===== src/hdl/oset_pkg.sv =====
// oset_pkg: register map, field layout, reset values, carriers for the oscillator control block
// assumes a classic wishbone slave with 32-bit data, registers one aligned word each
package oset_pkg;

    // register byte addresses on the wishbone bus
    localparam logic [3:0] OSET_ADDR_STATUS = 4'h0;
    localparam logic [3:0] OSET_ADDR_FORCE = 4'h4;
    localparam logic [3:0] OSET_ADDR_FREQ = 4'h8;
    localparam logic [3:0] OSET_ADDR_TRIM = 4'hC;
    localparam logic [3:0] OSET_ADDR_SRC = 4'h0;

    // oscillator index order: bit position minus the low bit
    localparam int OSET_NUM_OSC = 6;
    localparam int OSET_OSC_LSB = 2;
    localparam int OSET_PLL_BIT = 0;

    // force enable bit positions
    localparam int OSET_BIT_EXT = 7;
    localparam int OSET_BIT_FAST = 6;
    localparam int OSET_BIT_LOW = 4;
    localparam int OSET_BIT_SEC = 3;

    // reset values and masks
    localparam logic [7:0] OSET_FORCE_RST = 8'h00;
    localparam logic [7:0] OSET_FORCE_MASK = 8'hFC;
    localparam logic [5:0] OSET_TRIM_RST = 6'h20;
    localparam logic [2:0] OSET_FREQ_RSVD = 3'h7;
    localparam logic [2:0] OSET_FREQ_RST_1M = 3'h2;
    localparam logic [2:0] OSET_FREQ_RST_32M = 3'h6;
    localparam logic [2:0] OSET_SRC_FAST_1M = 3'h6;
    localparam logic [2:0] OSET_SRC_FAST_32M = 3'h0;
    localparam logic [2:0] OSET_SRC_FAST = 3'h6;
    localparam logic [2:0] OSET_SRC_FAST_PLL = 3'h1;
    localparam logic [2:0] OSET_SRC_EXT_PLL = 3'h2;
    localparam logic [2:0] OSET_SRC_EXT = 3'h7;
    localparam logic [2:0] OSET_SRC_LOW = 3'h5;
    localparam logic [2:0] OSET_SRC_SEC = 3'h4;

    // nominal frequency code table entries
    typedef enum logic [2:0] {
        OSET_F1M = 3'b000,
        OSET_F2M = 3'b001,
        OSET_F4M = 3'b010,
        OSET_F8M = 3'b011,
        OSET_F12M = 3'b100,
        OSET_F16M = 3'b101,
        OSET_F32M = 3'b110,
        OSET_FRSV = 3'b111
    } oset_freq_t;

    // per oscillator request and ready levels travel together
    typedef struct packed {
        logic [OSET_NUM_OSC-1:0] run;
        logic [OSET_NUM_OSC-1:0] ready;
    } oset_osc_t;

    // settings that go to the analog oscillator macros
    typedef struct packed {
        logic [2:0] ext_mode;
        logic sec_high_power;
        oset_freq_t fast_freq;
        logic [5:0] fast_trim;
    } oset_tune_t;

endpackage : oset_pkg


===== src/hdl/oset_top.sv =====
// oset_top: oscillator ready status, manual force enable, fast oscillator frequency and trim
// Operation
// - oscillator ready flags at bits seven to two
// - pll ready needs enable, source ready, lock
// - manual bit forces on, clear never forces off
// - forced external runs in configured mode
// - forced fast oscillator runs at selected frequency
// - forced secondary runs in selected power mode
// - bit four forces low oscillator on
// - three bit code selects nominal fast frequency
// - frequency reset value follows reset source setting
// - six bit trim, centre code by default
// - frequency applies when fast source requested
// - power select one high, zero low
// assumes a classic wishbone master on mclk; ready and lock levels arrive asynchronously
`timescale 1ns/1ps
`default_nettype none
module oset_top (
    // clock and reset
    input wire logic mclk,
    input wire logic rst_n,
    // wishbone slave
    input wire logic wb_cyc_i,
    input wire logic wb_stb_i,
    input wire logic wb_we_i,
    input wire logic [3:0] wb_adr_i,
    input wire logic [3:0] wb_sel_i,
    input wire logic [31:0] wb_dat_i,
    output logic [31:0] wb_dat_o,
    output logic wb_ack_o,
    output logic wb_err_o,
    // configuration straps and clock source request
    input wire logic [2:0] reset_clock_source_cfg,
    input wire logic [2:0] external_osc_mode_cfg,
    input wire logic [2:0] requested_clock_source,
    input wire logic secondary_power_select,
    // peripheral requests, index 0 is the conversion oscillator
    input wire logic [oset_pkg::OSET_NUM_OSC-1:0] periph_req,
    // asynchronous readiness from the oscillator macros
    input wire logic [oset_pkg::OSET_NUM_OSC-1:0] osc_ready_async,
    input wire logic pll_lock_async,
    // oscillator controls
    output oset_pkg::oset_osc_t osc_state,
    output logic pll_enable,
    output oset_pkg::oset_tune_t tune
);
    import oset_pkg::*;

    ////////////////////////////////////////////////////////////////////////////
    // registers
    logic [OSET_NUM_OSC-1:0] force_q;
    logic [2:0] freq_q;
    logic [5:0] trim_q;
    logic strap_done_q;
    logic [OSET_NUM_OSC-1:0] src_req;
    logic [OSET_NUM_OSC-1:0] run;
    logic [OSET_NUM_OSC:0] sync_lvl;
    logic [OSET_NUM_OSC-1:0] ready_s;
    logic lock_s;
    logic [7:0] status;
    logic [7:0] force_rd;
    logic bus_req;
    logic wr_lane0;
    logic adr_ok;
    logic ack_q;

    ////////////////////////////////////////////////////////////////////////////
    // readiness crossing; the pll lock level rides as the top bit of the same bus
    oset_sync #(.W(OSET_NUM_OSC + 1)) u_sync (
        .mclk(mclk),
        .rst_n(rst_n),
        .async_in({pll_lock_async, osc_ready_async}),
        .sync_out(sync_lvl)
    );
    assign ready_s = sync_lvl[OSET_NUM_OSC-1:0];
    assign lock_s = sync_lvl[OSET_NUM_OSC];

    ////////////////////////////////////////////////////////////////////////////
    // clock source selection asks for the oscillator that feeds the system clock
    always_comb begin
        src_req = '0;
        pll_enable = 1'b0;
        case (requested_clock_source)
            OSET_SRC_EXT: src_req[OSET_BIT_EXT-OSET_OSC_LSB] = 1'b1;
            OSET_SRC_EXT_PLL: begin
                src_req[OSET_BIT_EXT-OSET_OSC_LSB] = 1'b1;
                pll_enable = 1'b1;
            end
            OSET_SRC_FAST_PLL: begin
                src_req[OSET_BIT_FAST-OSET_OSC_LSB] = 1'b1;
                pll_enable = 1'b1;
            end
            OSET_SRC_LOW: src_req[OSET_BIT_LOW-OSET_OSC_LSB] = 1'b1;
            OSET_SRC_SEC: src_req[OSET_BIT_SEC-OSET_OSC_LSB] = 1'b1;
            // reserved codes behave as the fast internal source
            default: src_req[OSET_BIT_FAST-OSET_OSC_LSB] = 1'b1;
        endcase
    end

    // the combined request is what keeps a macro alive
    oset_req u_req (
        .force_on(force_q),
        .periph_req(periph_req),
        .src_req(src_req),
        .run(run)
    );

    ////////////////////////////////////////////////////////////////////////////
    // outputs to the oscillator macros
    // registered so the macros see clean levels, one edge behind the request
    always_ff @(posedge mclk) begin
        if (!rst_n) begin
            osc_state <= '0;
            tune <= '0;
        end else begin
            osc_state.run <= run;
            osc_state.ready <= ready_s & run;
            tune.ext_mode <= external_osc_mode_cfg;
            tune.sec_high_power <= secondary_power_select;
            tune.fast_freq <= oset_freq_t'(freq_q);
            tune.fast_trim <= trim_q;
        end
    end

    ////////////////////////////////////////////////////////////////////////////
    // status: a macro ready level counts only while its oscillator is asked to run
    // trade-off: a stop clears the flag in the same cycle, a start waits for the
    // two synchroniser edges, so software never sees ready on a stopped source
    always_comb begin
        status = '0;
        status[OSET_BIT_EXT:OSET_OSC_LSB] = ready_s & run;
        status[OSET_PLL_BIT] = pll_enable & lock_s
            & ready_s[(requested_clock_source == OSET_SRC_EXT_PLL)
                ? (OSET_BIT_EXT - OSET_OSC_LSB) : (OSET_BIT_FAST - OSET_OSC_LSB)];
    end
    assign force_rd = {force_q, 2'b00} & OSET_FORCE_MASK;

    ////////////////////////////////////////////////////////////////////////////
    // wishbone decode; one wait state, ack pulses once per request
    // err closes the request as ack does, or a held strobe would earn a second err
    assign bus_req = wb_cyc_i & wb_stb_i & ~ack_q & ~wb_err_o;
    assign adr_ok = (wb_adr_i == OSET_ADDR_STATUS) | (wb_adr_i == OSET_ADDR_FORCE)
        | (wb_adr_i == OSET_ADDR_FREQ) | (wb_adr_i == OSET_ADDR_TRIM);
    assign wr_lane0 = bus_req & wb_we_i & wb_sel_i[0] & adr_ok;

    always_ff @(posedge mclk) begin
        if (!rst_n) begin
            ack_q <= 1'b0;
            wb_err_o <= 1'b0;
        end else begin
            ack_q <= bus_req & adr_ok;
            wb_err_o <= bus_req & ~adr_ok; // unmapped address answers with err
        end
    end
    assign wb_ack_o = ack_q;

    // read data registered at request time, stable while ack stands
    always_ff @(posedge mclk) begin
        if (!rst_n) begin
            wb_dat_o <= '0;
        end else if (bus_req) begin
            case (wb_adr_i)
                OSET_ADDR_STATUS: wb_dat_o <= {24'h000000, status};
                OSET_ADDR_FORCE: wb_dat_o <= {24'h000000, force_rd};
                OSET_ADDR_FREQ: wb_dat_o <= {29'h00000000, freq_q};
                OSET_ADDR_TRIM: wb_dat_o <= {26'h0000000, trim_q};
                default: wb_dat_o <= '0;
            endcase
        end
    end

    ////////////////////////////////////////////////////////////////////////////
    // force enable register, bits 1 and 0 not implemented
    always_ff @(posedge mclk) begin
        if (!rst_n) begin
            force_q <= OSET_FORCE_RST[OSET_BIT_EXT:OSET_OSC_LSB];
        end else if (wr_lane0 && wb_adr_i == OSET_ADDR_FORCE) begin
            force_q <= wb_dat_i[OSET_BIT_EXT:OSET_OSC_LSB];
        end
    end

    // trim register: centre code out of reset
    // every code is legal; the macro maps it monotonically around the centre
    always_ff @(posedge mclk) begin
        if (!rst_n) begin
            trim_q <= OSET_TRIM_RST;
        end else if (wr_lane0 && wb_adr_i == OSET_ADDR_TRIM) begin
            trim_q <= wb_dat_i[5:0];
        end
    end

    // frequency code: strap sampled in the first clocked cycle after reset release,
    // since an async-free reset may still only load constants; the reserved code
    // is kept as written, the macro treats it as its own business
    always_ff @(posedge mclk) begin
        if (!rst_n) begin
            strap_done_q <= 1'b0;
            freq_q <= OSET_FREQ_RST_1M;
        end else if (!strap_done_q) begin
            strap_done_q <= 1'b1;
            freq_q <= (reset_clock_source_cfg == OSET_SRC_FAST_32M)
                ? OSET_FREQ_RST_32M : OSET_FREQ_RST_1M;
        end else if (wr_lane0 && wb_adr_i == OSET_ADDR_FREQ) begin
            freq_q <= wb_dat_i[2:0];
        end
    end

    ////////////////////////////////////////////////////////////////////////////
    // checks; antecedents that may start at the release edge also ask for a sampled
    // rst_n, because registers still show reset values one edge after release
    a_status_ready: assert property (@(posedge mclk) disable iff (!rst_n)
        $past(rst_n, 2) |-> status[OSET_BIT_EXT:OSET_OSC_LSB]
            == ($past(osc_ready_async, 2) & run))
        else $error("ready flag differs from the delayed oscillator level");
    a_pll_ready: assert property (@(posedge mclk) disable iff (!rst_n)
        status[OSET_PLL_BIT] |-> (pll_enable && lock_s))
        else $error("pll ready without enable and lock");
    a_force_runs: assert property (@(posedge mclk) disable iff (!rst_n)
        force_q[OSET_BIT_LOW-OSET_OSC_LSB] |=> osc_state.run[OSET_BIT_LOW-OSET_OSC_LSB])
        else $error("forced low oscillator not running");
    a_force_all: assert property (@(posedge mclk) disable iff (!rst_n)
        (|force_q) |=> ((osc_state.run & $past(force_q)) == $past(force_q)))
        else $error("forced oscillator not running");
    a_ext_mode: assert property (@(posedge mclk) disable iff (!rst_n)
        rst_n |=> tune.ext_mode == $past(external_osc_mode_cfg))
        else $error("external mode not passed on");
    a_freq_out: assert property (@(posedge mclk) disable iff (!rst_n)
        $changed(freq_q) |=> tune.fast_freq == $past(freq_q))
        else $error("frequency code not applied");
    a_power_sel: assert property (@(posedge mclk) disable iff (!rst_n)
        (rst_n && secondary_power_select) ##1 secondary_power_select |-> tune.sec_high_power)
        else $error("secondary power mode wrong");
    a_freq_strap: assert property (@(posedge mclk) disable iff (!rst_n)
        (rst_n && !strap_done_q && reset_clock_source_cfg == OSET_SRC_FAST_32M)
            |=> freq_q == OSET_FREQ_RST_32M)
        else $error("32 MHz reset code not loaded");
    a_ready_stop: assert property (@(posedge mclk) disable iff (!rst_n)
        !run[0] |=> !osc_state.ready[0])
        else $error("ready kept after stop");
    a_ack_once: assert property (@(posedge mclk) disable iff (!rst_n)
        wb_ack_o |=> !wb_ack_o)
        else $error("ack longer than one cycle");
    // bus answers
    a_err_once: assert property (@(posedge mclk) disable iff (!rst_n)
        wb_err_o |=> !wb_err_o)
        else $error("err longer than one cycle");
    a_ack_err_excl: assert property (@(posedge mclk) disable iff (!rst_n)
        !(wb_ack_o && wb_err_o))
        else $error("ack and err given together");
    // a refused access must leave the force and trim registers as they were
    a_err_no_write: assert property (@(posedge mclk) disable iff (!rst_n)
        (bus_req && !adr_ok) |=> ($stable(force_q) && $stable(trim_q)))
        else $error("unmapped access changed a register");
    a_upper_zero: assert property (@(posedge mclk) disable iff (!rst_n)
        wb_ack_o |-> wb_dat_o[31:8] == 24'h000000)
        else $error("unused read data bits not zero");
    // readiness, pll and run requests
    a_ready_gated: assert property (@(posedge mclk) disable iff (!rst_n)
        (osc_state.ready & ~$past(run)) == '0)
        else $error("ready shown for a stopped oscillator");
    a_pll_complete: assert property (@(posedge mclk) disable iff (!rst_n)
        (pll_enable && lock_s && requested_clock_source == OSET_SRC_FAST_PLL
            && ready_s[OSET_BIT_FAST-OSET_OSC_LSB]) |-> status[OSET_PLL_BIT])
        else $error("pll ready missing with source ready and locked");
    a_pll_enable: assert property (@(posedge mclk) disable iff (!rst_n)
        pll_enable |-> (requested_clock_source == OSET_SRC_EXT_PLL
            || requested_clock_source == OSET_SRC_FAST_PLL))
        else $error("pll enabled for a source without pll");
    a_periph_runs: assert property (@(posedge mclk) disable iff (!rst_n)
        (rst_n && (|periph_req))
            |=> ((osc_state.run & $past(periph_req)) == $past(periph_req)))
        else $error("peripheral request not honoured");
    a_fast_source: assert property (@(posedge mclk) disable iff (!rst_n)
        (rst_n && requested_clock_source == OSET_SRC_FAST)
            |=> osc_state.run[OSET_BIT_FAST-OSET_OSC_LSB])
        else $error("fast oscillator not running as system source");
    // one run check per oscillator, whatever asked for it
    for (genvar k = 0; k < OSET_NUM_OSC; k++) begin : g_chk
        a_run_request: assert property (@(posedge mclk) disable iff (!rst_n)
            (rst_n && (force_q[k] || periph_req[k] || src_req[k])) |=> osc_state.run[k])
            else $error("requested oscillator not running");
    end
    // tune outputs and reset strap
    a_trim_out: assert property (@(posedge mclk) disable iff (!rst_n)
        $changed(trim_q) |=> tune.fast_trim == $past(trim_q))
        else $error("trim code not applied");
    a_power_low: assert property (@(posedge mclk) disable iff (!rst_n)
        (rst_n && !secondary_power_select) ##1 !secondary_power_select |-> !tune.sec_high_power)
        else $error("secondary low power mode wrong");
    a_strap_default: assert property (@(posedge mclk) disable iff (!rst_n)
        (rst_n && !strap_done_q && reset_clock_source_cfg != OSET_SRC_FAST_32M)
            |=> freq_q == OSET_FREQ_RST_1M)
        else $error("default reset frequency code not loaded");
    a_strap_once: assert property (@(posedge mclk) disable iff (!rst_n)
        strap_done_q |=> strap_done_q)
        else $error("reset strap sampled twice");
    // main scenarios
    c_write_force: cover property (@(posedge mclk) wr_lane0 && wb_adr_i == OSET_ADDR_FORCE);
    c_pll_ready: cover property (@(posedge mclk) status[OSET_PLL_BIT]);
    c_bad_addr: cover property (@(posedge mclk) wb_err_o);
    c_periph_only: cover property (@(posedge mclk) periph_req[0] && !force_q[0]);
    c_trim_write: cover property (@(posedge mclk) wr_lane0 && wb_adr_i == OSET_ADDR_TRIM);
endmodule // oset_top
`default_nettype wire


===== src/hdl/oset_sync.sv =====
// oset_sync: two flip-flop synchroniser for a bus of asynchronous levels
// assumes inputs come from oscillator macros outside the mclk domain
`timescale 1ns/1ps
`default_nettype none
module oset_sync #(
    parameter int W = 8
) (
    // clock and reset
    input wire logic mclk,
    input wire logic rst_n,
    // levels
    input wire logic [W-1:0] async_in,
    output logic [W-1:0] sync_out
);
    logic [W-1:0] meta_q;

    // first stage is read only by the second stage
    always_ff @(posedge mclk) begin
        if (!rst_n) begin
            meta_q <= '0;
            sync_out <= '0;
        end else begin
            meta_q <= async_in;
            sync_out <= meta_q;
        end
    end
endmodule // oset_sync
`default_nettype wire


===== src/hdl/oset_req.sv =====
// oset_req: per oscillator run request, an OR of manual, peripheral and clock source asks
// assumes all inputs are already in the mclk domain
`timescale 1ns/1ps
`default_nettype none
module oset_req (
    // request sources
    input wire logic [oset_pkg::OSET_NUM_OSC-1:0] force_on,
    input wire logic [oset_pkg::OSET_NUM_OSC-1:0] periph_req,
    input wire logic [oset_pkg::OSET_NUM_OSC-1:0] src_req,
    // combined request
    output logic [oset_pkg::OSET_NUM_OSC-1:0] run
);
    import oset_pkg::*;

    // one term per oscillator; clear manual bit never forces off
    for (genvar i = 0; i < OSET_NUM_OSC; i++) begin : g_req
        assign run[i] = force_on[i] | periph_req[i] | src_req[i];
    end
endmodule // oset_req
`default_nettype wire


===== config.mk =====
export PLATFORM = sky130hd
export DESIGN_NAME = oset_top
export DESIGN_NICKNAME = d
export VERILOG_FILES = /design/src/hdl/oset_pkg.sv /design/src/hdl/oset_top.sv /design/src/hdl/oset_sync.sv /design/src/hdl/oset_req.sv
export SDC_FILE = /design/constraint.sdc
export NUM_CORES = 1
export LEC_CHECK = 0
export ABC_AREA = 1
export BUFFER_PORTS_ARGS = -buffer_cell sky130_fd_sc_hd__buf_2
export CAP_MARGIN = 20
export CORE_UTILIZATION = 46
export DETAILED_ROUTE_END_ITERATION = 16
export GPL_ROUTABILITY_DRIVEN = 0
export PLACE_DENSITY = 0.8
export SLEW_MARGIN = 20
export SYNTH_ARGS = -nofsm -noshare
export SYNTH_HDL_FRONTEND = slang
export SYNTH_SLANG_ARGS = --single-unit

===== constraint.sdc =====
create_clock -name mclk -period 1.3 [get_ports mclk]
set_input_delay 0.26 -clock mclk [delete_from_list [all_inputs] [get_ports mclk]]
set_output_delay 0.26 -clock mclk [all_outputs]
set_load 0.02 [all_outputs]

==> out/qor_table.md <==
| Metric | Value | Unit |
|---|---|---|
| Signal arrival time at the worst endpoint | 1.47 | ns |
| EDFF count, synth | 0 | - |
| NumNets Final | 525 | - |
| Share of total power in combinational logic | 0.096 | - |
| Instance area after placement | 0.00308 | mm² |
| Avg Inst Size Synth | 7.23 | µm² |
| Cts bufs inserted | 9 | - |
| Type of destination of the critical path | register | - |
| Time the final worst path needs with I/O delays and setup | 1.21 | ns |
| Clock Power Share | 0.400 | - |
| Number of placed I/O pins | 128 | - |
| Unrepaired setup endpoints after global routing | false | - |
| Iteration-0 DRC count of the detailed router | 115 | - |
| Worst setup path startpoint | wb_ack_o | - |
| Count of TritonRoute iterations in the first routing pass | 4 | - |
| Total of endpoints with negative setup slack in the final report | 0 | - |
| Sequential share of the synthesized area | 0.488 | - |
| Number of inserted diodes | 0 | - |
| Post-CTS Setup Inserts | 0 | - |
| Via count of the first global-routing pass | 2087 | - |
| Total power per unit cell area | 1250 | mW/mm² |
| Global-route wire length before repair | 8710 | µm |
| Via count | 2313 | - |
| Post-detailed-placement half-perimeter wirelength | 4120 | µm |
| Clock Root Buffer | sky130_fd_sc_hd__clkbuf_8 | - |
| Pin count of the biggest net entering global routing | 25 | - |
| Switching power | 990 | µW |
| Net switching share of the total power | 0.242 | - |
| Max-cap check violation count | 0 | - |
| Highest ir drop seen on vdd | 0.738 | mV |
| Filler Cells Inserted | 526 | - |
| GRT Residual Overflow | 0 | - |
| Final slew viol count | 0 | - |
| Routed Antenna Nets | 0 | - |
| Core ar. | 0.00554 | mm² |
| FF-to-FF Start | wb_ack_o | - |
| Share of async-settable or async-resettable flops after synthesis | 0 | - |
| Crit share post-route | 0.928 | - |
| Wire per inst | 9.98 | µm |
| Average via count per standard cell | 4.33 | - |
| Clock tree from TritonCTS | yes | - |
| Reg power frac | 0.505 | - |
| Maximum count of clock buffers along a single path | 2 | - |
| Maximum net fanout on the critical path | 10 | - |
| Drt total wl | 5330 | µm |
| Hold Crit Start | pll_lock_async | - |
| Finished Cell Area | 0.00327 | mm² |
| Library cells used by synthesis | 23 | - |
| Sequential Area | 0.00130 | mm² |
| Worst min path class | in2reg | - |
| Leading register cell type out of synthesis | sky130_fd_sc_hd__dfxtp_1 | - |
| Count of mapped cells out of synthesis | 369 | - |
| Number of clock sinks | 65 | - |
| Clock Skew | 0.00860 | ns |
| # DRC | 0 | - |
| Startpoint-to-endpoint class of the critical path | reg2reg | - |
| Clock edge transition at the registers on the reported setup and hold paths | 0.06 | ns |
| Die height | 78.2 | µm |
| # port buffers | 76 | - |
| Static Leak | 0.00198 | µW |
| Count of state elements after synthesis | 65 | - |
| Clock latency on the worst-skew pair | 0.34 | ns |
| Mapped cell area | 0.00267 | mm² |
| Startpoint type of the worst setup path | register | - |
| Number of levels the H-tree was split into | 3 | - |
| Final TNS setup | 0 | ns |
| Number of warning messages in the yosys log | 0 | - |
| Area growth from synthesis to layout | 22.6 | % |
| Die width | 78.2 | µm |
| Initial antenna violation count | 0 | - |
| Area of combinational cells with multiple inputs | 0.00100 | mm² |
| Highest clock rate | 829 | MHz |
| GR Util All Layers | 0.188 | - |
| Status | finished, final reports clean | - |
| Std-Cell Rows | 27 | - |
| Internal cell power | 3100 | µW |
| Full die area | 0.00611 | mm² |
| Endpoint required time on the critical path | 1.57 | ns |
| Fraction of final layout cells with drive strength greater than 1 | 0.236 | - |
| Final number of hold-violating endpoints | 0 | - |
| Effective utilization at floorplan | 0.482 | - |
| Post-layout worst setup margin | 0.0932 | ns |
| Setup slack at placement | -0.0381 | ns |
==> synth_stat cells, types with 2 or more instances <==
cell | number | area share
sky130_fd_sc_hd__inv_1 | 61 | 0.086
sky130_fd_sc_hd__dfxtp_1 | 65 | 0.49
sky130_fd_sc_hd__o21ai_0 | 3 | 0.0056
sky130_fd_sc_hd__nand3_1 | 29 | 0.054
sky130_fd_sc_hd__buf_2 | 3 | 0.0056
sky130_fd_sc_hd__nand2_1 | 106 | 0.15
sky130_fd_sc_hd__nor2_1 | 50 | 0.070
sky130_fd_sc_hd__nor2_4 | 2 | 0.0084
sky130_fd_sc_hd__buf_4 | 24 | 0.068
sky130_fd_sc_hd__nand4_1 | 3 | 0.0070
sky130_fd_sc_hd__nor3_1 | 3 | 0.0056
sky130_fd_sc_hd__clkbuf_1 | 4 | 0.0056
sky130_fd_sc_hd__a21oi_1 | 6 | 0.011
==> power groups by stage <==
stage | combinational [µW] | sequential (µW) | clock, µW
2_1_floorplan | 261 | 2150 | 0
3_3_place_gp | 386 | 2110 | 0
3_5_place_dp | 392 | 2110 | 0
4_1_cts | 392 | 2070 | 1680
5_1_grt | 437 | 2070 | 1760
6_report | 392 | 2070 | 1640
==> per-layer routing <==
layer | vias up | global-route usage | share of wire
met5 | - | 0 | 0
met2 | 94 | 0.296 | 0.45
li1 | 1228 | - | -
met3 | 15 | 0.0337 | 0.077
met4 | 0 | 0.143 | 0.033
met1 | 976 | 0.227 | 0.44
==> final cells by class <==
cell class,instances,share of cell area
Clock buffer,13,0.0455
Timing Repair Buffer,86,0.139
Tap cell,72,0.0275
Multi-Input combinational cell,233,0.307
Sequential cell,65,0.398
Inverter,62,0.0711
Clock inverter,3,0.0122
==> worst paths after layout <==
path | endpoint | slack (ns) | cells past startpoint
worst max-delay path | trim_q[2] | 0.09 | 7
worst max register to register | trim_q[2] | 0.09 | 7
worst min-delay path | u_sync.meta_q[6] | 0.10 | 3
worst min register to register | u_sync.sync_out[6] | 0.41 | 2
==> worst max-delay path, stage by stage (launching register included) <==
cell and delay (ns):
sky130_fd_sc_hd__dfxtp_1 0.34, sky130_fd_sc_hd__nor2_2 0.16, sky130_fd_sc_hd__nand3_4 0.12, sky130_fd_sc_hd__nor2_8 0.15, sky130_fd_sc_hd__nand2_2 0.15, sky130_fd_sc_hd__nand2_1 0.09
sky130_fd_sc_hd__nand2_1 0.05, sky130_fd_sc_hd__nor2_1 0.09
==> registers in the layout (all words and copies together), names as in the netlist <==
register / count
tune: 13
wb_ack_o: 1
u_sync.meta_q: 7
u_sync.sync_out: 7
wb_err_o: 1
strap_done_q: 1
osc_state: 12
freq_q: 3
force_q: 6
trim_q: 6
wb_dat_o: 8
==> placed cells by master, fill, tap and decap left out, drive strengths merged <==
| master | count |
|---|---|
| dfxtp | 65 |
| nor2 | 53 |
| bufinv | 1 |
| nand3b | 1 |
| a21oi | 6 |
| buf | 86 |
| nor3 | 4 |
| clkbuf | 13 |
| o21ai | 4 |
| nand4 | 3 |
| nand2 | 108 |
| nand3 | 30 |
| conb | 24 |
| clkinv | 2 |
| inv | 62 |
==> kinds of logic (layout without fill, tap and decap cells) <==
kind of cell,after synthesis,in the layout,synth area share
other,1,24,0.00141
DFF,65,65,0.488
and+or+nand+nor,199,199,0.322
buffers and inverters,94,164,0.170
AOI/OAI and AO/OA,10,10,0.0187
==> stage by stage <==
| step | total power [µW] | instances | utilization | hold slack (ns) |
|---|---|---|---|---|
| 6_report | 4090 | 534 | 0.591 | 0.104 |
| 5_1_grt | 4270 | 534 | 0.591 | 0.108 |
| 4_1_cts | 4130 | 534 | 0.590 | 0.0897 |
| 3_5_place_dp | 2500 | 518 | 0.556 | 0.397 |
| 3_3_place_gp | 2500 | 518 | 0.556 | 0.394 |
| 2_1_floorplan | 2410 | 392 | - | 0.288 |
==> repair_timing <==
item / in CTS / in global routing
setup endpoints to repair: 0 / 7
gates resized for setup: 0 / 2
hold buffers: 0 / 0
(Power assumes the default switching activity.)
